**config.mk**
```make
export PLATFORM = sky130hd
export DESIGN_NAME = isst_top
export DESIGN_NICKNAME = d
export VERILOG_FILES = /design/src/isst_pkg.sv /design/src/isst_top.sv
export SDC_FILE = /design/constraint.sdc
export NUM_CORES = 1
export LEC_CHECK = 0
export BUFFER_PORTS_ARGS = -buffer_cell sky130_fd_sc_hd__buf_2
export CORE_UTILIZATION = 40
export CTS_BUF_LIST = sky130_fd_sc_hd__clkbuf_8
export DETAILED_ROUTE_END_ITERATION = 10
export GPL_TIMING_DRIVEN = 0
export PLACE_DENSITY_LB_ADDON = 0.12
export SYNTH_ARGS = -nofsm -noshare
export SYNTH_HDL_FRONTEND = slang
export SYNTH_SLANG_ARGS = --single-unit
```
**constraint.sdc**
```tcl
create_clock -name ref_clk -period 5.6 [get_ports ref_clk]
set_input_delay 0 -clock ref_clk [delete_from_list [all_inputs] [get_ports ref_clk]]
set_output_delay 0 -clock ref_clk [all_outputs]
set_load 0.02 [all_outputs]
```
**src/isst_pkg.sv**
```systemverilog
// Purpose: constants and carrier types for the second status and scl timing block
// Assumes: 16-bit register data on a plain strobe port, byte addresses
// Notes: offsets of neighbouring registers are kept for reference only, not decoded
package isst_pkg;
  localparam int ADDR_W = 8;
  localparam int DATA_W = 16;
  localparam logic [ADDR_W-1:0] OFS_CONTROL_ONE = 8'h00;
  localparam logic [ADDR_W-1:0] OFS_CONTROL_TWO = 8'h04;
  localparam logic [ADDR_W-1:0] OFS_OWN_ADDRESS_ONE = 8'h08;
  localparam logic [ADDR_W-1:0] OFS_OWN_ADDRESS_TWO = 8'h0C;
  localparam logic [ADDR_W-1:0] OFS_DATA_BYTE = 8'h10;
  localparam logic [ADDR_W-1:0] OFS_STATUS_ONE = 8'h14;
  localparam logic [ADDR_W-1:0] OFS_STATUS_TWO = 8'h18;
  localparam logic [ADDR_W-1:0] OFS_SCL_CLOCK_CONTROL = 8'h1C;
  localparam logic [ADDR_W-1:0] OFS_MAX_RISE_TIME = 8'h20;
  localparam logic [DATA_W-1:0] RST_STATUS_TWO = 16'h0000;
  localparam logic [DATA_W-1:0] RST_SCL_CLOCK_CONTROL = 16'h0000;
  localparam logic [5:0] RST_MAX_RISE_TIME = 6'h02;
  // field positions
  localparam int POS_SPEED = 15;
  localparam int POS_DUTY = 14;
  localparam int POS_CODE_LO = 8;
  localparam int POS_DUAL = 7;
  localparam int POS_HOST = 6;
  localparam int POS_DEFAULT = 5;
  localparam int POS_GEN_CALL = 4;
  localparam int POS_DIR = 2;
  localparam int POS_BUSY = 1;
  localparam int POS_MASTER = 0;
  localparam int PERIOD_W = 12;
  localparam int RISE_W = 6;
  localparam int CNT_W = 17;
  // period multipliers per mode
  localparam logic [4:0] MUL_ONE = 5'h01;
  localparam logic [4:0] MUL_TWO = 5'h02;
  localparam logic [4:0] MUL_NINE = 5'h09;
  localparam logic [4:0] MUL_SIXTEEN = 5'h10;

  typedef enum logic [2:0] {
    SCL_IDLE = 3'b001,
    SCL_LOW = 3'b010,
    SCL_HIGH = 3'b100
  } isst_scl_state_type;

  // address match event from the address comparator
  typedef struct packed {
    logic hit;
    logic second_addr;
    logic general_call;
    logic dflt;
    logic host;
  } isst_match_type;

  // configuration bits held in the control registers elsewhere
  typedef struct packed {
    logic peripheral_enable;
    logic packet_check_enable;
    logic host_type_select;
    logic address_resolution_enable;
    logic general_call_enable;
  } isst_cfg_type;
endpackage

```
**src/isst_top.sv**
```systemverilog
// Purpose: second status register, bus busy tracking and master scl period generation
// Assumes: scl and sda pins are asynchronous; other inputs come from logic on ref_clk
// Notes: scl is open drain, the pin is pulled low only while oe_r is high
`timescale 1ns/10ps
module isst_top
  import isst_pkg::*;
#(
  parameter int PERIOD_BITS = PERIOD_W,
  parameter int RISE_BITS = RISE_W
) (
  input wire logic ref_clk,
  input wire logic arst_n,
  input wire logic [ADDR_W-1:0] reg_addr,
  input wire logic [DATA_W-1:0] reg_wdata,
  input wire logic reg_wr,
  input wire logic reg_rd,
  output logic [DATA_W-1:0] reg_rdata,
  input wire isst_cfg_type cfg,
  input wire isst_match_type match_evt,
  input wire logic addr_phase_done,
  input wire logic addr_rw_bit,
  input wire logic start_generated,
  input wire logic arbitration_lost,
  input wire logic first_status_read,
  input wire logic [7:0] packet_error_code,
  input wire logic scl_in,
  input wire logic sda_in,
  output logic scl_out,
  output logic scl_oe,
  output logic addr_flag_clear,
  output logic stop_detected_flag,
  output logic bus_busy
);

  if (PERIOD_BITS != PERIOD_W || RISE_BITS != RISE_W) begin : g_bad_width
    $error("isst_top: field widths are fixed by the register layout");
  end

  // reset release
  logic rst_meta_r, rst_n_r;
  always_ff @(posedge ref_clk or negedge arst_n) begin
    if (!arst_n) begin
      rst_meta_r <= 1'b0;
      rst_n_r <= 1'b0;
    end else begin
      rst_meta_r <= 1'b1;
      rst_n_r <= rst_meta_r;
    end
  end

  // pin synchronisers; first stage read only by the second
  logic [1:0] scl_meta_r, sda_meta_r;
  logic scl_s_r, sda_s_r, scl_d_r, sda_d_r;
  always_ff @(posedge ref_clk or negedge rst_n_r) begin
    if (!rst_n_r) begin
      scl_meta_r <= 2'h3;
      sda_meta_r <= 2'h3;
      scl_s_r <= 1'b1;
      sda_s_r <= 1'b1;
      scl_d_r <= 1'b1;
      sda_d_r <= 1'b1;
    end else begin
      scl_meta_r <= {scl_meta_r[0], scl_in};
      sda_meta_r <= {sda_meta_r[0], sda_in};
      scl_s_r <= scl_meta_r[1];
      sda_s_r <= sda_meta_r[1];
      scl_d_r <= scl_s_r;
      sda_d_r <= sda_s_r;
    end
  end

  logic stop_seen, start_seen;
  assign stop_seen = scl_s_r && scl_d_r && sda_s_r && !sda_d_r;
  assign start_seen = scl_s_r && scl_d_r && !sda_s_r && sda_d_r;

  // status flags
  logic dual_r, host_r, dflt_r, gen_call_r, dir_r, busy_r, master_r, restart_r;
  logic dual_nxt, host_nxt, dflt_nxt, gen_call_nxt, dir_nxt, busy_nxt, master_nxt;
  logic sr1_seen_r, sr1_seen_nxt, addr_clr_r, addr_clr_nxt, stop_r, stop_nxt;
  logic flag_clr, enabled, sr2_read;
  assign enabled = cfg.peripheral_enable;
  assign sr2_read = reg_rd && reg_addr == OFS_STATUS_TWO;
  // a start seen while the bus is already busy is a repeated start
  assign flag_clr = stop_seen || (start_seen && busy_r);

  always_comb begin
    dual_nxt = dual_r;
    host_nxt = host_r;
    dflt_nxt = dflt_r;
    gen_call_nxt = gen_call_r;
    if (flag_clr) begin
      dual_nxt = 1'b0;
      host_nxt = 1'b0;
      dflt_nxt = 1'b0;
      gen_call_nxt = 1'b0;
    end
    if (match_evt.hit) begin
      dual_nxt = match_evt.second_addr;
      host_nxt = match_evt.host && cfg.host_type_select && cfg.address_resolution_enable;
      dflt_nxt = match_evt.dflt && cfg.address_resolution_enable;
      gen_call_nxt = match_evt.general_call && cfg.general_call_enable;
    end
    if (!enabled) begin
      dual_nxt = 1'b0;
      host_nxt = 1'b0;
      dflt_nxt = 1'b0;
      gen_call_nxt = 1'b0;
    end
    dir_nxt = dir_r;
    if (stop_seen || (start_seen && busy_r) || arbitration_lost) begin
      dir_nxt = 1'b0;
    end
    if (addr_phase_done) begin
      dir_nxt = addr_rw_bit;
    end
    if (!enabled) begin
      dir_nxt = 1'b0;
    end
    // busy ignores the enable on purpose
    busy_nxt = busy_r;
    if (!scl_s_r || !sda_s_r) begin
      busy_nxt = 1'b1;
    end else if (stop_seen) begin
      busy_nxt = 1'b0;
    end
    master_nxt = master_r;
    if (stop_seen || arbitration_lost) begin
      master_nxt = 1'b0;
    end else if (start_generated) begin
      master_nxt = 1'b1;
    end
    if (!enabled) begin
      master_nxt = 1'b0;
    end
    sr1_seen_nxt = sr1_seen_r;
    addr_clr_nxt = 1'b0;
    if (sr2_read) begin
      addr_clr_nxt = sr1_seen_r;
      sr1_seen_nxt = 1'b0;
    end
    if (first_status_read) begin
      sr1_seen_nxt = 1'b1;
    end
    stop_nxt = stop_seen;
  end

  always_ff @(posedge ref_clk or negedge rst_n_r) begin
    if (!rst_n_r) begin
      dual_r <= 1'b0;
      host_r <= 1'b0;
      dflt_r <= 1'b0;
      gen_call_r <= 1'b0;
      dir_r <= 1'b0;
      busy_r <= 1'b0;
      master_r <= 1'b0;
      sr1_seen_r <= 1'b0;
      addr_clr_r <= 1'b0;
      stop_r <= 1'b0;
      restart_r <= 1'b0;
    end else begin
      dual_r <= dual_nxt;
      host_r <= host_nxt;
      dflt_r <= dflt_nxt;
      gen_call_r <= gen_call_nxt;
      dir_r <= dir_nxt;
      busy_r <= busy_nxt;
      master_r <= master_nxt;
      sr1_seen_r <= sr1_seen_nxt;
      addr_clr_r <= addr_clr_nxt;
      stop_r <= stop_nxt;
      restart_r <= start_seen && busy_r;
    end
  end

  // clock control and rise time registers
  logic speed_r, duty_r, speed_nxt, duty_nxt;
  logic [PERIOD_W-1:0] period_r, period_nxt;
  logic [RISE_W-1:0] rise_r, rise_nxt;
  logic [DATA_W-1:0] rdata_r, rdata_nxt;
  logic [7:0] code_view;
  assign code_view = cfg.packet_check_enable ? packet_error_code : 8'h00;

  always_comb begin
    speed_nxt = speed_r;
    duty_nxt = duty_r;
    period_nxt = period_r;
    rise_nxt = rise_r;
    if (reg_wr && reg_addr == OFS_SCL_CLOCK_CONTROL) begin
      speed_nxt = reg_wdata[POS_SPEED];
      duty_nxt = reg_wdata[POS_DUTY];
      period_nxt = reg_wdata[PERIOD_W-1:0];
    end
    if (reg_wr && reg_addr == OFS_MAX_RISE_TIME) begin
      rise_nxt = reg_wdata[RISE_W-1:0];
    end
    rdata_nxt = 16'h0000;
    if (reg_rd) begin
      case (reg_addr)
        OFS_STATUS_TWO: begin
          rdata_nxt = {code_view, dual_r, host_r, dflt_r, gen_call_r, 1'b0, dir_r, busy_r, master_r};
        end
        OFS_SCL_CLOCK_CONTROL: begin
          rdata_nxt = {speed_r, duty_r, 2'h0, period_r};
        end
        OFS_MAX_RISE_TIME: begin
          rdata_nxt = {10'h000, rise_r};
        end
        default: begin
          rdata_nxt = 16'h0000;
        end
      endcase
    end
  end

  always_ff @(posedge ref_clk or negedge rst_n_r) begin
    if (!rst_n_r) begin
      speed_r <= RST_SCL_CLOCK_CONTROL[POS_SPEED];
      duty_r <= RST_SCL_CLOCK_CONTROL[POS_DUTY];
      period_r <= RST_SCL_CLOCK_CONTROL[PERIOD_W-1:0];
      rise_r <= RST_MAX_RISE_TIME;
      rdata_r <= 16'h0000;
    end else begin
      speed_r <= speed_nxt;
      duty_r <= duty_nxt;
      period_r <= period_nxt;
      rise_r <= rise_nxt;
      rdata_r <= rdata_nxt;
    end
  end

  // scl period generator, counts in ref_clk cycles
  logic [4:0] mul_high, mul_low;
  logic [CNT_W-1:0] high_len, low_len;
  always_comb begin
    if (!speed_r) begin
      mul_high = MUL_ONE;
      mul_low = MUL_ONE;
    end else if (!duty_r) begin
      mul_high = MUL_ONE;
      mul_low = MUL_TWO;
    end else begin
      mul_high = MUL_NINE;
      mul_low = MUL_SIXTEEN;
    end
    high_len = CNT_W'(period_r) * CNT_W'(mul_high);
    low_len = CNT_W'(period_r) * CNT_W'(mul_low);
  end

  isst_scl_state_type scl_st_r, scl_st_nxt;
  logic [CNT_W-1:0] cnt_r, cnt_nxt;
  logic oe_r, oe_nxt;
  logic [CNT_W-1:0] low_run_r, low_run_nxt;
  logic gen_run;
  assign gen_run = enabled && master_r;

  always_comb begin
    scl_st_nxt = scl_st_r;
    cnt_nxt = cnt_r;
    oe_nxt = oe_r;
    low_run_nxt = oe_r ? CNT_W'(low_run_r + 1'b1) : '0;
    case (scl_st_r)
      SCL_IDLE: begin
        oe_nxt = 1'b0;
        cnt_nxt = '0;
        if (gen_run) begin
          scl_st_nxt = SCL_HIGH;
        end
      end
      SCL_LOW: begin
        oe_nxt = 1'b1;
        cnt_nxt = cnt_r + 1'b1;
        if (cnt_r + 1'b1 >= low_len) begin
          scl_st_nxt = SCL_HIGH;
          oe_nxt = 1'b0;
          cnt_nxt = '0;
        end
      end
      SCL_HIGH: begin
        oe_nxt = 1'b0;
        // the rise allowance is counted into the high time; past it a low line is a stretch
        if (scl_s_r || cnt_r < CNT_W'(rise_r)) begin
          cnt_nxt = cnt_r + 1'b1;
        end
        if (cnt_r + 1'b1 >= high_len && scl_s_r) begin
          scl_st_nxt = SCL_LOW;
          oe_nxt = 1'b1;
          cnt_nxt = '0;
        end
      end
      default: begin
        scl_st_nxt = SCL_IDLE;
        oe_nxt = 1'b0;
        cnt_nxt = '0;
      end
    endcase
    if (!gen_run) begin
      scl_st_nxt = SCL_IDLE;
      oe_nxt = 1'b0;
      cnt_nxt = '0;
    end
  end

  always_ff @(posedge ref_clk or negedge rst_n_r) begin
    if (!rst_n_r) begin
      scl_st_r <= SCL_IDLE;
      cnt_r <= '0;
      oe_r <= 1'b0;
      low_run_r <= '0;
    end else begin
      scl_st_r <= scl_st_nxt;
      cnt_r <= cnt_nxt;
      oe_r <= oe_nxt;
      low_run_r <= low_run_nxt;
    end
  end

  logic scl_zero_r;
  always_ff @(posedge ref_clk or negedge rst_n_r) begin
    if (!rst_n_r) begin
      scl_zero_r <= 1'b0;
    end else begin
      scl_zero_r <= 1'b0;
    end
  end

  assign reg_rdata = rdata_r;
  assign scl_out = scl_zero_r;
  assign scl_oe = oe_r;
  assign addr_flag_clear = addr_clr_r;
  assign stop_detected_flag = stop_r;
  assign bus_busy = busy_r;
endmodule

```
==> results.txt, run 1 <==
The run finished with clean final reports. The post-route non-filler standard cell count came out at 939. For the worst setup path, the data required time is 5.85 ns. The max-cap check violation count is 0, and the number of buffer and inverter stages on the critical path is 6. TritonCTS built the clock tree. STA classifies the critical path startpoint as a register. For the overall power, the log shows 1.18 mW. The overflow left after global routing was 0. The cell seen most often among critical-path stages was sky130_fd_sc_hd__ha_1. Among cell families on the critical path, the largest total delay comes from adder cells. The average instance in the mapped netlist occupies 9.47 um2. Source of the worst register-to-register timing path: speed_r. Number of filler instances in the final layout: 1342. The detailed-route wire length per cell is 16.1 um. For the arrival time at the worst endpoint, the log shows 5.56 ns. The overall global routing resource usage is 21.2%, and the maximum clock insertion buffer count is 2. The min-delay analysis places its worst path in the category in -> reg. The logs give 60 for the distinct cell type count of the synthesized netlist and 0 for the number of pins exceeding their max-slew limit in the final report. The endpoint identified for the worst register-to-register timing path is cnt_r[14]. The repair_antennas step left the layout with diodes totalling 0. In the final layout, the share of cells above drive strength 1 is 19.5%. Including well taps, the total number of placed cells is 873. The worst-case IR drop observed on VDD is 135 uV.

The reported leakage power came out at 3.70 nW. For the pre-CTS setup slack, the log shows -0.121 ns. The number of rows in the core area was 43; the initial core utilization was 41.8%.

The finished cells cover 7230 um2. Measured along the x axis, the die boundary spans 123 um. Summing over every cut layer, the via total after detailed routing is 5125.

Power spread over the standard cell area amounts to 164 nW/um2. The tools report the core outline area as 14100 um2. Counting every net in the synthesized netlist gives 769. The count of input and output buffers was 70; the cell area reported after detailed placement was 6500 um2. The tools report the number of levels the H-tree was split into as 3.

Among all flip-flop cells after synthesis, the most frequent one is sky130_fd_sc_hd__dfrtp_1. After detailed routing, the total wire length is 15100 um. The mapped netlist covers 5890 um2.

In this run the tightest slew margin relative to its limit is 45.9%. For the worst-skew pair, the clock arrives at the later sink with an insertion delay of 0.36 ns. For this design, the sink count on the clock tree is 77. The estimated wirelength of the detail-placed design was 11600 um; the total DRC errors in the routed layout was 0. At the end of the flow, the number of nets in the layout was 901.

Setup slack on the critical path of the routed design comes to 0.293 ns. TritonCTS created 9 clock buffers. The peak per-stage delay on the critical path is 0.53 ns. Clock-pin slew was measured on the worst setup and hold paths at 0.09 ns.

The share of the yosys chip area belonging to registers is 32.9%. The tools report the initial antenna violation count as 0. For flop-to-flop paths, the worst setup slack is 0.29 ns. The average via count per standard cell is 5.46.

Cell depth of the worst min-delay path: 3. Summed over all failing endpoints, the final setup total negative slack is 0 ns. The maximum fanout along the worst path is 10. The first routing iteration left 292 violations. The die area was 15200 um2; the Yosys warning count was 0. The slowest stage of the critical path belongs to the cell sky130_fd_sc_hd__fa_1. The congestion estimate from routability-driven global placement came to 0.856. The transition at the pin with the smallest max-transition slack was 0.805 ns. The worst path uses 94.8% of the clock period.

The first detailed-routing pass ran for 6 iterations. The first global-routing pass estimated 24800 um of wire. The final core area utilization is 51.3%, and the async set-reset flop share out of synthesis is 100%. The worst hold path begins at cfg[1]. For the final database, setup skew stands at 0.0140 ns.

The tree is rooted in a sky130_fd_sc_hd__clkbuf_8. The final hold slack was 0.0691 ns; the post-synthesis sequential element count was 77. The critical path in this run is classified as reg -> reg.

The gate count of the mapped netlist was 622; the layout overhead on the synthesized area was 22.8%. The worst-case hold path end point was dflt_r. The via count of the first global-routing pass was 5005; the height of the chip was 123 um. Setup violations remaining at the end of the flow were counted as 0. Counting I/O delays and the setup requirement, the final critical path takes 5.31 ns. In this run the count of I/O pins placed on the die edge is 74. Type of element capturing the critical path: a register. Entering global routing, the biggest net connects 57 pins. For the remaining antenna violation count after routing, the log shows 0. For the number of hold violations in the final report, the log shows 0. Counting flops with a built-in enable in the synthesized netlist gives 0.

For this run, the top clock speed supported by timing is 188 MHz. The cell depth of the worst flop-to-flop path is 25.
sequential cells by signal, indices dropped and copies added (netlist names), 2 cells and up:
name	cells
rise_r	6
scl_st_r	3
scl_meta_r	2
period_r	12
cnt_r	17
reg_rdata	16
sda_meta_r	2
synth_stat cells, types with 4 or more instances:
cell	number	share of area, %
sky130_fd_sc_hd__ha_1	85	18
sky130_fd_sc_hd__dfrtp_1	67	28
sky130_fd_sc_hd__inv_1	49	3.1
sky130_fd_sc_hd__nand2_1	48	3.1
sky130_fd_sc_hd__nor2_1	48	3.1
sky130_fd_sc_hd__o21ai_0	25	2.1
sky130_fd_sc_hd__a21oi_1	20	1.7
sky130_fd_sc_hd__mux2_2	20	3.8
sky130_fd_sc_hd__nand3_1	20	1.7
sky130_fd_sc_hd__xor2_1	17	2.5
sky130_fd_sc_hd__and2_1	15	1.6
sky130_fd_sc_hd__and3_1	15	1.6
sky130_fd_sc_hd__nor3_1	14	1.2
sky130_fd_sc_hd__nor2b_1	13	1.4
sky130_fd_sc_hd__a22o_1	12	1.8
sky130_fd_sc_hd__a21o_1	11	1.4
sky130_fd_sc_hd__xnor2_1	11	1.6
sky130_fd_sc_hd__dfstp_2	10	4.5
sky130_fd_sc_hd__nand4_1	10	1.1
sky130_fd_sc_hd__a22oi_1	9	1.1
sky130_fd_sc_hd__clkbuf_1	9	0.57
sky130_fd_sc_hd__fa_1	9	3.1
sky130_fd_sc_hd__nand2b_1	8	0.85
sky130_fd_sc_hd__a211oi_1	6	0.76
sky130_fd_sc_hd__nor4_1	6	0.64
sky130_fd_sc_hd__a222oi_1	5	0.85
sky130_fd_sc_hd__and4_1	5	0.74
sky130_fd_sc_hd__buf_2	4	0.34
how the worst max path moves through the flow:
stage | endpoint | start | cells after the start
final | cnt_r[14] | speed_r | 25
after global routing | cnt_r[14] | speed_r | 23
after CTS | cnt_r[7] | speed_r | 22
after detailed placement | cnt_r[7] | speed_r | 23
after global placement | cnt_r[5] | speed_r | 23
after floorplan | cnt_r[12] | speed_r | 23
where the power goes:
part           total, mW  internal (mW)  leakage (nW)  switching (mW)
Clock              0.448          0.221         0.103           0.227
Combinational      0.143         0.0735          2.58          0.0694
Sequential         0.592          0.572          1.02          0.0203
Total               1.18          0.867          3.70           0.316
what timing repair did:
action,CTS,global route
hold endpoints to repair,44,0
resized for setup,3,9
cloned,0,0
hold buffers,45,0
buffers inserted,2,3
pin swaps,1,0
setup endpoints to repair,14,20
layer usage:
metal,GRT usage (%),up-vias,part of all wire (%)
met5,0,-,0
met4,5.87,0,1.4
met2,35.2,120,48
li1,-,2508,-
met1,28.5,2486,47
met3,3.18,11,3.5
final cells by class:
class | count | area, um2 | area share (%)
multi-input combinational | 481 | 3730 | 51.6
sequential | 77 | 1940 | 26.9
timing repair buffer | 121 | 866 | 12.0
tap | 180 | 225 | 3.11
inverter | 49 | 184 | 2.54
clock buffer | 10 | 138 | 1.90
buffer | 15 | 73.8 | 1.02
clock inverter | 6 | 68.8 | 0.951
tightest hold or removal path, delay by kind of cell:
family          cells  cell delay [ns]
compound gates      1             0.13
buf+inv             1             0.08
simple gates        1             0.19
logic make-up after synthesis:
kind of cell | Yosys count | share of synthesized area [%]
multiplexers | 21 | 3.99
flip-flops | 77 | 32.9
AND/OR/NAND/NOR | 219 | 19.3
XOR/XNOR | 28 | 4.16
buffers and inverters | 64 | 4.35
adder cells (fa/ha/maj) | 94 | 21.1
AO/OA/AOI/OAI | 117 | 14.0
other | 2 | 0.127
cell usage in the layout (no fill, tap or decap), types with 3 or more instances in the layout:
cell type	Yosys	layout
sky130_fd_sc_hd__clkbuf_8	0	10
sky130_fd_sc_hd__fa_1	9	9
sky130_fd_sc_hd__o21ai_0	25	22
sky130_fd_sc_hd__o21a_1	3	3
sky130_fd_sc_hd__buf_4	1	6
sky130_fd_sc_hd__dlygate4sd3_1	0	45
sky130_fd_sc_hd__mux2_2	20	20
sky130_fd_sc_hd__nand2b_1	8	8
sky130_fd_sc_hd__or2_2	3	3
sky130_fd_sc_hd__nor2b_1	13	13
sky130_fd_sc_hd__dfstp_2	10	10
sky130_fd_sc_hd__nand4_1	10	10
sky130_fd_sc_hd__buf_2	4	74
sky130_fd_sc_hd__nand2_1	48	48
sky130_fd_sc_hd__nor3_1	14	14
sky130_fd_sc_hd__a21oi_1	20	19
sky130_fd_sc_hd__clkbuf_1	9	8
sky130_fd_sc_hd__nor2_1	48	48
sky130_fd_sc_hd__a31oi_1	3	3
sky130_fd_sc_hd__a222oi_1	5	5
sky130_fd_sc_hd__ha_1	85	85
sky130_fd_sc_hd__o221ai_1	3	3
sky130_fd_sc_hd__nand3_1	20	20
sky130_fd_sc_hd__nor4_1	6	6
sky130_fd_sc_hd__and3_1	15	15
sky130_fd_sc_hd__a22oi_1	9	9
sky130_fd_sc_hd__a21o_1	11	11
sky130_fd_sc_hd__a211oi_1	6	5
sky130_fd_sc_hd__xnor2_1	11	11
sky130_fd_sc_hd__a41oi_1	3	3
sky130_fd_sc_hd__inv_1	49	49
sky130_fd_sc_hd__and4_1	5	5
sky130_fd_sc_hd__xor2_1	17	17
sky130_fd_sc_hd__dfrtp_1	67	65
sky130_fd_sc_hd__and2_1	15	15
sky130_fd_sc_hd__a22o_1	12	12
Power figures use the tool's default switching activity.
==> run 2: changes to the inputs <==
--- a/config.mk
+++ b/config.mk
@@ -10,7 +10,7 @@
 export CTS_BUF_LIST = sky130_fd_sc_hd__clkbuf_8
 export DETAILED_ROUTE_END_ITERATION = 10
 export GPL_TIMING_DRIVEN = 0
-export PLACE_DENSITY_LB_ADDON = 0.12
+export PLACE_DENSITY = 0.67
 export SYNTH_ARGS = -nofsm -noshare
 export SYNTH_HDL_FRONTEND = slang
 export SYNTH_SLANG_ARGS = --single-unit
==> results.txt, run 2 (synthesis results as in run 1) <==
Number of design-rule violations left by the first detailed-router iteration: 297 (was 292). Kind of critical path: reg -> reg (unchanged). The tools report the count of antenna diodes in the layout as 0 (unchanged).

Worst setup skew after layout: 0.0167 ns (was 0.0140 ns). Estimated wirelength of the detail-placed design: 11700 um (was 11600 um). The clock latency at the later pin of the worst-skew pair came out at 0.37 ns (was 0.36 ns). Cell chosen for the clock root: sky130_fd_sc_hd__clkbuf_8 (unchanged). The final core area utilization is 51.1% (was 51.3%), and the total DRC errors in the routed layout is 0 (unchanged). Setup repair after global routing left no endpoint under its margin. The die area was 15200 um2 (unchanged); the overflow left after global routing was 0 (unchanged). The type of the most critical hold path is in -> reg (unchanged).

The logs give 44 (was 57) for the maximum number of pins on one net before global-route repair and 1940 um2 (unchanged) for the area used by sequential logic in the layout. For the number of levels the H-tree was split into, the log shows 3 (unchanged). The layout overhead on the synthesized area is 22.2% (was 22.8%). The total detailed-routing wirelength was 15000 um (was 15100 um); the core outline area was 14100 um2 (unchanged). The critical path launch point type is a register (unchanged). The detailed-route wire length per cell came out at 16.1 um (about the same).

The tools report the reported leakage power as 3.69 nW (was 3.70 nW). The overall power came out at 1.16 mW (was 1.18 mW). The final hold slack is 0.0345 ns (was 0.0691 ns), and the remaining antenna violation count after routing is 0 (unchanged). The clock transition at the registers of the reported paths is 0.09 ns (about the same), and the share of layout cells above drive strength 1 is 18.9% (was 19.5%). For the number of detailed-route iterations in the first pass, the log shows 5 (was 6). The overall global routing resource usage was 21.0% (was 21.2%). The headroom to the max-slew limit is 43.4% (was 45.9%). The maximum clock insertion buffer count was 2 (unchanged); the count of pins on the block boundary was 74 (unchanged).

The max-cap check violation count is 0 (unchanged), and the maximum resistive drop on vdd is 180 uV (was 135 uV). The transition at the pin with the smallest max-transition slack was 0.843 ns (was 0.805 ns). The average via count per standard cell is 5.50 (was 5.46). Final critical-path required period: 5.32 ns (was 5.31 ns). The flow ran to the end, and the final reports show no timing, DRC or antenna violations. The number of rows in the core area was 43 (unchanged). The global placement routability congestion was 0.885 (was 0.856); the wire length of the first global-routing pass was 25100 um (was 24800 um). The number of nets at the end of the flow is 899 (was 901). For the number of filler instances in the final layout, the log shows 1290 (was 1342).

TritonCTS built the clock tree. The final worst-path cycle share came out at 94.9% (was 94.8%). The arrival time at the worst endpoint was 5.62 ns (was 5.56 ns); the maximum fanout along the worst path was 10 (unchanged). The most common library cell in the layout ignoring fill and taps is sky130_fd_sc_hd__ha_1 (unchanged).

The flip-flop count of the largest register, all copies and words added works out to 17 (unchanged). The multi-input gate area in the final layout is 3730 um2 (about the same), and the total number of clock tree sinks is 77 (unchanged). The power per unit of standard cell area is 161 nW/um2 (was 164 nW/um2). The initial antenna violation count is 0 (unchanged). The tools report the number of pins exceeding their max-slew limit in the final report as 0 (unchanged). The highest attainable clock frequency came out at 188 MHz (about the same).

Count of input and output buffers: 70 (unchanged). The chip width was 123 um (unchanged). Height of the chip: 123 um (unchanged). The type of element capturing the critical path is a register (unchanged). The run gives 9 (unchanged) as the total clock buffers created by CTS. For the number of hold violations in the final report, the log shows 0 (unchanged). For the detailed-route via count, the log shows 5155 (was 5125). The via count of the first global-routing pass came out at 5326 (was 5005). The worst path required time came out at 5.91 ns (was 5.85 ns). Top library cells by usage in the layout, fill and taps aside: sky130_fd_sc_hd__ha_1, sky130_fd_sc_hd__buf_2, sky130_fd_sc_hd__dfrtp_1 (unchanged).

Register with the most flip-flops: cnt_r (unchanged). The initial core utilization was 41.8% (unchanged); the final count of negative-setup-slack endpoints was 0 (unchanged).
-- run 2: changes by cell type in the layout (fill, tap and decap cells not counted), sizes merged --
cell      previous run  this run
buf                 82        80
bufinv               1         0
inv                 51        54
clkinvlp             1         0
clkbuf              19        18
-- run 2: report_power, final --
part,internal (mW),switching [mW],total [mW],leakage (nW)
Combinational,0.0722,0.0674,0.140,2.57
Sequential,0.572,0.0222,0.594,1.02
Clock,0.178,0.244,0.422,0.103
-- run 2: layer usage --
layer	up-vias	track usage, %	wire length, um
met5	-	0	0
met1	2481	25.3	6490
met4	0	9.49	496
met3	38	2.91	612
li1	2499	-	-
met2	137	37.1	7450
-- run 2: worst max-delay path, stage by stage, from the launching register on --
cell and delay, ns:
sky130_fd_sc_hd__dfrtp_2 0.50, sky130_fd_sc_hd__nor2b_1 0.18, sky130_fd_sc_hd__clkbuf_2 0.20, sky130_fd_sc_hd__and2_1 0.20
sky130_fd_sc_hd__ha_1 0.28, sky130_fd_sc_hd__inv_1 0.05, sky130_fd_sc_hd__fa_1 0.52, sky130_fd_sc_hd__inv_1 0.05
sky130_fd_sc_hd__ha_1 0.33, sky130_fd_sc_hd__nand2_1 0.08, sky130_fd_sc_hd__o21ai_1 0.11, sky130_fd_sc_hd__o41ai_4 0.37
sky130_fd_sc_hd__o31ai_4 0.14, sky130_fd_sc_hd__and4_1 0.23, sky130_fd_sc_hd__nor3_1 0.25, sky130_fd_sc_hd__ha_1 0.29
sky130_fd_sc_hd__and3_1 0.20, sky130_fd_sc_hd__nor4b_1 0.15, sky130_fd_sc_hd__a41oi_1 0.22, sky130_fd_sc_hd__o21ai_0 0.12
sky130_fd_sc_hd__a31oi_2 0.29, sky130_fd_sc_hd__o21a_1 0.22, sky130_fd_sc_hd__buf_6 0.15, sky130_fd_sc_hd__a22o_1 0.13
-- run 2: area by class of cell --
type / count / area share (%)
Buffer: 15 / 1.03
Clock buffer: 9 / 1.72
Clock inverter: 7 / 1.06
Inverter: 49 / 2.55
Multi-Input combinational cell: 481 / 51.8
Sequential cell: 77 / 27.0
Tap cell: 180 / 3.13
Timing Repair Buffer: 119 / 11.7
-- run 2: per-stage QoR --
step                setup TNS [ns]  instances  setup slack [ns]  area (um2)
floorplan                        0        622             0.742        5890
global placement                 0        872           0.00835        6470
detailed placement           -1.36        873            -0.135        6490
CTS                              0        936            0.0874        7160
global route                     0        937            0.0161        7200
finish                           0        937             0.285        7200
-- run 2: what timing repair did --
action	in CTS	in global routing
endpoints found under the setup margin	13	20
gates resized for setup	3	6
hold buffers	45	0
buffers inserted	2	1
endpoints found under the hold margin	44	0
-- run 2: final timing paths --
check / start / to / slack (ns) / cells after the start
worst max-delay path: speed_r / cnt_r[10] / 0.28 / 23
worst min-delay path: cfg[1] / dflt_r / 0.03 / 3
worst max register to register: speed_r / cnt_r[10] / 0.28 / 23
worst min register to register: rst_n_r / stop_detected_flag / 0.28 / 0
max in group asynchronous: rst_n_r / scl_st_r[0] / 4.69 / 1
min in group asynchronous: rst_n_r / stop_detected_flag / 0.28 / 0
==> run 3: changes to the inputs <==
--- a/config.mk
+++ b/config.mk
@@ -6,11 +6,11 @@
 export NUM_CORES = 1
 export LEC_CHECK = 0
 export BUFFER_PORTS_ARGS = -buffer_cell sky130_fd_sc_hd__buf_2
-export CORE_UTILIZATION = 40
+export CORE_UTILIZATION = 65
 export CTS_BUF_LIST = sky130_fd_sc_hd__clkbuf_8
 export DETAILED_ROUTE_END_ITERATION = 10
 export GPL_TIMING_DRIVEN = 0
-export PLACE_DENSITY = 0.67
+export PLACE_DENSITY = 0.95
 export SYNTH_ARGS = -nofsm -noshare
 export SYNTH_HDL_FRONTEND = slang
 export SYNTH_SLANG_ARGS = --single-unit
==> results.txt, run 3 <==
The run stopped with a tool error. The flow halted during 5_1_grt. The tool reported: "[ERROR GRT-0232] Routing congestion too high. Check the congestion heatmap in the GUI". Async set-reset flop share out of synthesis: 100% (unchanged).

The commonest register cell after synthesis is sky130_fd_sc_hd__dfrtp_1 (unchanged). After global-route timing repair, the worst endpoint was cnt_r[6]$_DFFE_PN0P_/D. The run gives -0.258 ns (was -0.135 ns) as the pre-CTS setup slack. Summed over all layers, the global routing overflow is 35. The count of input and output buffers works out to 70 (unchanged).

Number of levels the H-tree was split into: 3 (unchanged). The tools report the gate count of the mapped netlist as 622 (unchanged). The number of rows in the core area is 34 (was 43).

The tools report the share of the yosys chip area belonging to registers as 32.9% (unchanged). Cell types occupying the most area after synthesis: sky130_fd_sc_hd__dfrtp_1, sky130_fd_sc_hd__ha_1, sky130_fd_sc_hd__dfstp_2 (unchanged). The most frequent cell after synthesis is sky130_fd_sc_hd__ha_1 (unchanged).

Cell chosen for the clock root: sky130_fd_sc_hd__clkbuf_8 (unchanged). The run gives 2 (unchanged) as the maximum clock insertion buffer count. Entering global routing, the biggest net connects 76 pins.

Most area-hungry cell type in the Yosys netlist: sky130_fd_sc_hd__dfrtp_1 (unchanged). The height of the chip is 97.2 um (was 123 um), and the overall global routing resource usage is 78.0%. The number of enable-type register cells in the synthesized netlist is 0 (unchanged), and the synthesized netlist net count is 769 (unchanged). The total clock buffers created by CTS was 9 (unchanged). The tools report the initial core utilization as 67.2% (was 41.8%). Total number of clock tree sinks: 77 (unchanged). The post-synthesis instance area was 5890 um2 (unchanged). Most frequent cells after synthesis: sky130_fd_sc_hd__ha_1, sky130_fd_sc_hd__dfrtp_1, sky130_fd_sc_hd__inv_1 (unchanged).

The global placement routability congestion is 0.908 (was 0.885), and the area share of the largest cell type after synthesis is 28.5% (unchanged). After the last repair the worst path ends at a register data pin. The count of pins on the block boundary was 74 (unchanged); the average footprint of a synthesized cell was 9.47 um2 (unchanged).

The post-synthesis sequential element count works out to 77 (unchanged). The run gives 12500 um (was 11700 um) as the estimated wirelength of the detail-placed design. The cell area reported after detailed placement was 6380 um2 (was 6490 um2). The chip width is 97.2 um (was 123 um). The distinct cell type count of the synthesized netlist came out at 60 (unchanged). The Yosys warning count is 0 (unchanged).
-- run 3: timing repair --
item	in CTS
resized for setup	7
hold buffers	42
setup buffers	3
endpoints found under the setup margin	20
endpoints found under the hold margin	43
-- run 3: through the flow --
step | hold slack (ns) | cells
after floorplan | -0.296 | 622
after global placement | -0.214 | 800
after detailed placement | -0.212 | 800
after CTS | 0.0130 | 861
-- run 3: kinds of logic after synthesis --
group                      count (synthesis)  synth area share (%)
and+or+nand+nor                          219                  19.3
AOI/OAI and AO/OA                        117                  14.0
adders and majority gates                 94                  21.1
DFF                                       77                  32.9
buffers and inverters                     64                  4.35
xor gates and xnor gates                  28                  4.16
muxes                                     21                  3.99
other                                      2                 0.127
-- run 3: layer usage --
layer | GRT usage (%) | overflow
met1 | 78.0 | 0
met2 | 94.7 | 22
met3 | 62.7 | 0
met4 | 77.4 | 13
met5 | 28.0 | 0
==> run 4: changes to the inputs <==
--- a/config.mk
+++ b/config.mk
@@ -6,11 +6,10 @@
 export NUM_CORES = 1
 export LEC_CHECK = 0
 export BUFFER_PORTS_ARGS = -buffer_cell sky130_fd_sc_hd__buf_2
-export CORE_UTILIZATION = 65
-export CTS_BUF_LIST = sky130_fd_sc_hd__clkbuf_8
+export CORE_UTILIZATION = 40
 export DETAILED_ROUTE_END_ITERATION = 10
 export GPL_TIMING_DRIVEN = 0
-export PLACE_DENSITY = 0.95
+export PLACE_DENSITY_LB_ADDON = 0.15
 export SYNTH_ARGS = -nofsm -noshare
 export SYNTH_HDL_FRONTEND = slang
 export SYNTH_SLANG_ARGS = --single-unit
==> results.txt, run 4 (synthesis results as in run 1) <==
The run gives 0 as the initial antenna violation count. The height of the chip is 123 um (was 97.2 um), and the clock transition at the registers of the reported paths is 0.06 ns. The endpoint identified for the worst register-to-register timing path is cnt_r[13]. For hold timing, the worst endpoint is gen_call_r. For the total DRC errors in the routed layout, the log shows 0.

The logs give 4914 for the via count of the first global-routing pass and 0 for the number of hold violations in the final report. In the routed layout, each cell is associated on average with a via count of 5.48. STA classifies the critical path startpoint as a register. At the end of the flow, the number of nets in the layout was 897.

The part of the power in combinational logic came out at 11.3%. The floorplan step defined a die boundary enclosing 15200 um2. The tools report the global placement routability congestion as 0.865 (was 0.908). The share of total power in the clock network was 42.0%.

Power dissipated by switching net loads: 0.325 mW. The tools report the worst setup skew after layout as 0.00977 ns. Leaving out fill and tap cells, the most frequent cells in the layout are sky130_fd_sc_hd__ha_1, sky130_fd_sc_hd__buf_2, sky130_fd_sc_hd__dfrtp_1. The count of antenna diodes in the layout was 0; the maximum clock insertion buffer count was 2 (unchanged).

The register with the most flip-flops in the layout has 17 of them. Detailed-route via count: 5124. The tools report the estimated wirelength of the detail-placed design as 11600 um (was 12500 um). The multi-input gate area in the final layout was 3730 um2; the count of input and output buffers was 70 (unchanged). Along the worst path, the maximum fanout reaches 10. For this run the aggregate overflow at the end of global routing stands at 0. Dividing the final minimum period by the clock period gives 93.1%. The cell depth of the worst min-delay path is 4.

The total area inside the core boundary comes to 14100 um2. The wire length of the first global-routing pass is 24400 um, and the total clock buffers created by CTS is 9 (unchanged). Of the total power, registers draw 46.7%. The number of design-rule violations left by the first detailed-router iteration came out at 289.

In this run the critical register-to-register path is launched from speed_r. The number of levels the H-tree was split into is 3 (unchanged), and the number of filler instances in the final layout is 1293. The number of rows in the core area was 43 (was 34); the clock latency at the later pin of the worst-skew pair was 0.34 ns. Data on the critical path arrives at its endpoint at 5.44 ns.

For the overall power, the log shows 1.27 mW. The final layout contains routed wiring with a total length of 15100 um. The initial core utilization is 41.8% (was 67.2%). The count of pins on the block boundary is 74 (unchanged), and the layout overhead on the synthesized area is 23.3%. The cell chosen for the clock root is sky130_fd_sc_hd__clkbuf_16 (was sky130_fd_sc_hd__clkbuf_8). Max-cap violations in this run came to 0. The share of layout cells above drive strength 1 was 19.2%. The transition at the pin with the smallest max-transition slack came out at 0.812 ns. The largest individual stage delay along the critical path comes from the cell sky130_fd_sc_hd__fa_1. VDD sags by at most 162 uV. Once detail routing completed, the nets flagged for antenna violations numbered 0. Based on the critical path, the design can be clocked at up to 192 MHz.

The flow ran to the end, and the final reports show no timing, DRC or antenna violations. The most numerous cell type found on the critical path is sky130_fd_sc_hd__ha_1. The kind of critical path was reg -> reg.

The cell depth of the worst flop-to-flop path is 24. The switching portion of total power was 25.6%. The chip width came out at 123 um (was 97.2 um). The path class of the tightest hold or removal check is in -> reg. The final cell area excluding filler cells is 7260 um2.

The reported leakage power was 3.71 nW; the cell area reported after detailed placement was 6500 um2 (was 6380 um2). Ranked by flip-flop count, first place goes to cnt_r. Setup repair after global routing left no endpoint under its margin. The area used by sequential logic in the layout is 1940 um2, and the peak per-stage delay on the critical path is 0.54 ns. In this run the most critical hold path is launched from match_evt[4]. For the worst setup path, the data required time is 5.83 ns. The detailed-route wire length per cell is 16.2 um. For this run, the total global-route usage over all layers was measured as 21.0%.

Hold is met by 0.0432 ns. The number of detailed-route iterations in the first pass was 6; the maximum number of pins on one net before global-route repair was 57. Headroom to the max-slew limit came out at 45.4%. TritonCTS built the clock tree. The power per unit of standard cell area is 175 nW/um2, and the design internal power is 0.946 mW. The final critical-path required period is 5.21 ns, and the final count of negative-setup-slack endpoints is 0.

STA classifies the critical path endpoint as a register. The critical path goes through clkbuf_1 > and3_1 > ha_1 > inv_1 > fa_1 > inv_1 > ha_1 > nor2_1 > nor2_1 > o41ai_2 > buf_4 > o31ai_4 > and4_1 > nor3_1 > ha_1 > and3_1 > nor4b_2 > a41oi_1 > o21ai_1 > a31oi_2 > buf_4 > o21a_1 > buf_6 > a22o_1. Most common library cell in the layout ignoring fill and taps: sky130_fd_sc_hd__ha_1.

For flop-to-flop paths, the worst setup slack is 0.39 ns. Number of pins exceeding their max-slew limit in the final report: 0. For the total number of clock tree sinks, the log shows 77 (unchanged).
-- run 4: how the worst max path moves through the flow --
stage	start	end	slack [ns]	cells after the start
after global placement	speed_r	cnt_r[0]	-0.10	22
final	speed_r	cnt_r[13]	0.39	24
after CTS	speed_r	cnt_r[13]	0.002	24
after global routing	speed_r	cnt_r[7]	0.07	23
after floorplan	speed_r	cnt_r[12]	0.74	23
after detailed placement	speed_r	cnt_r[13]	-0.29	23
-- run 4: per-stage QoR --
step / setup WS (ns) / setup TNS (ns) / instances / utilization [%]
finish: 0.388 / 0 / 935 / 51.5
global route: 0.0676 / 0 / 935 / 51.5
CTS: 0.00192 / 0 / 936 / 51.4
detailed placement: -0.285 / -4.06 / 873 / 46.1
global placement: -0.105 / -1.26 / 872 / 45.9
floorplan: 0.742 / 0 / 622 / -
-- run 4: power by group through the flow --
stage	Combinational (mW)	Clock, mW	Sequential, mW
floorplan	0.0707	0	0.600
global placement	0.107	0	0.610
detailed placement	0.120	0	0.604
CTS	0.141	0.547	0.594
global route	0.159	0.574	0.596
finish	0.143	0.534	0.593
-- run 4: final cells by class --
| class | instances | area share (%) |
|---|---|---|
| clock inverters | 6 | 0.551 |
| inverters | 49 | 2.53 |
| repair buffers | 118 | 11.5 |
| well taps | 180 | 3.10 |
| plain buffers | 14 | 0.965 |
| clock buffers | 10 | 3.15 |
| flip-flops and latches | 77 | 26.8 |
| multi-input cells | 481 | 51.4 |
-- run 4: routing by layer --
| metal | wire length [um] | global-route usage (%) |
|---|---|---|
| met1 | 6820 | 26.9 |
| met2 | 7470 | 36.8 |
| met3 | 647 | 3.37 |
| met4 | 180 | 4.74 |
| met5 | 0 | 0 |
-- run 4: worst max-delay path: cells and delay by family (launching register included) --
kind	cells	cell delay (ns)
adders and majority gates	4	1.47
and+or+nand+nor	7	1.18
AOI/OAI and AO/OA	7	1.18
buffers and inverters	6	0.80
DFF	1	0.48
-- run 4: repair_timing --
item | CTS | global route
hold buffers | 43 | 0
buffers inserted | 4 | 0
gates resized for setup | 4 | 11
hold endpoints to repair | 44 | 0
pin swaps | 1 | 0
setup endpoints to repair | 20 | 20
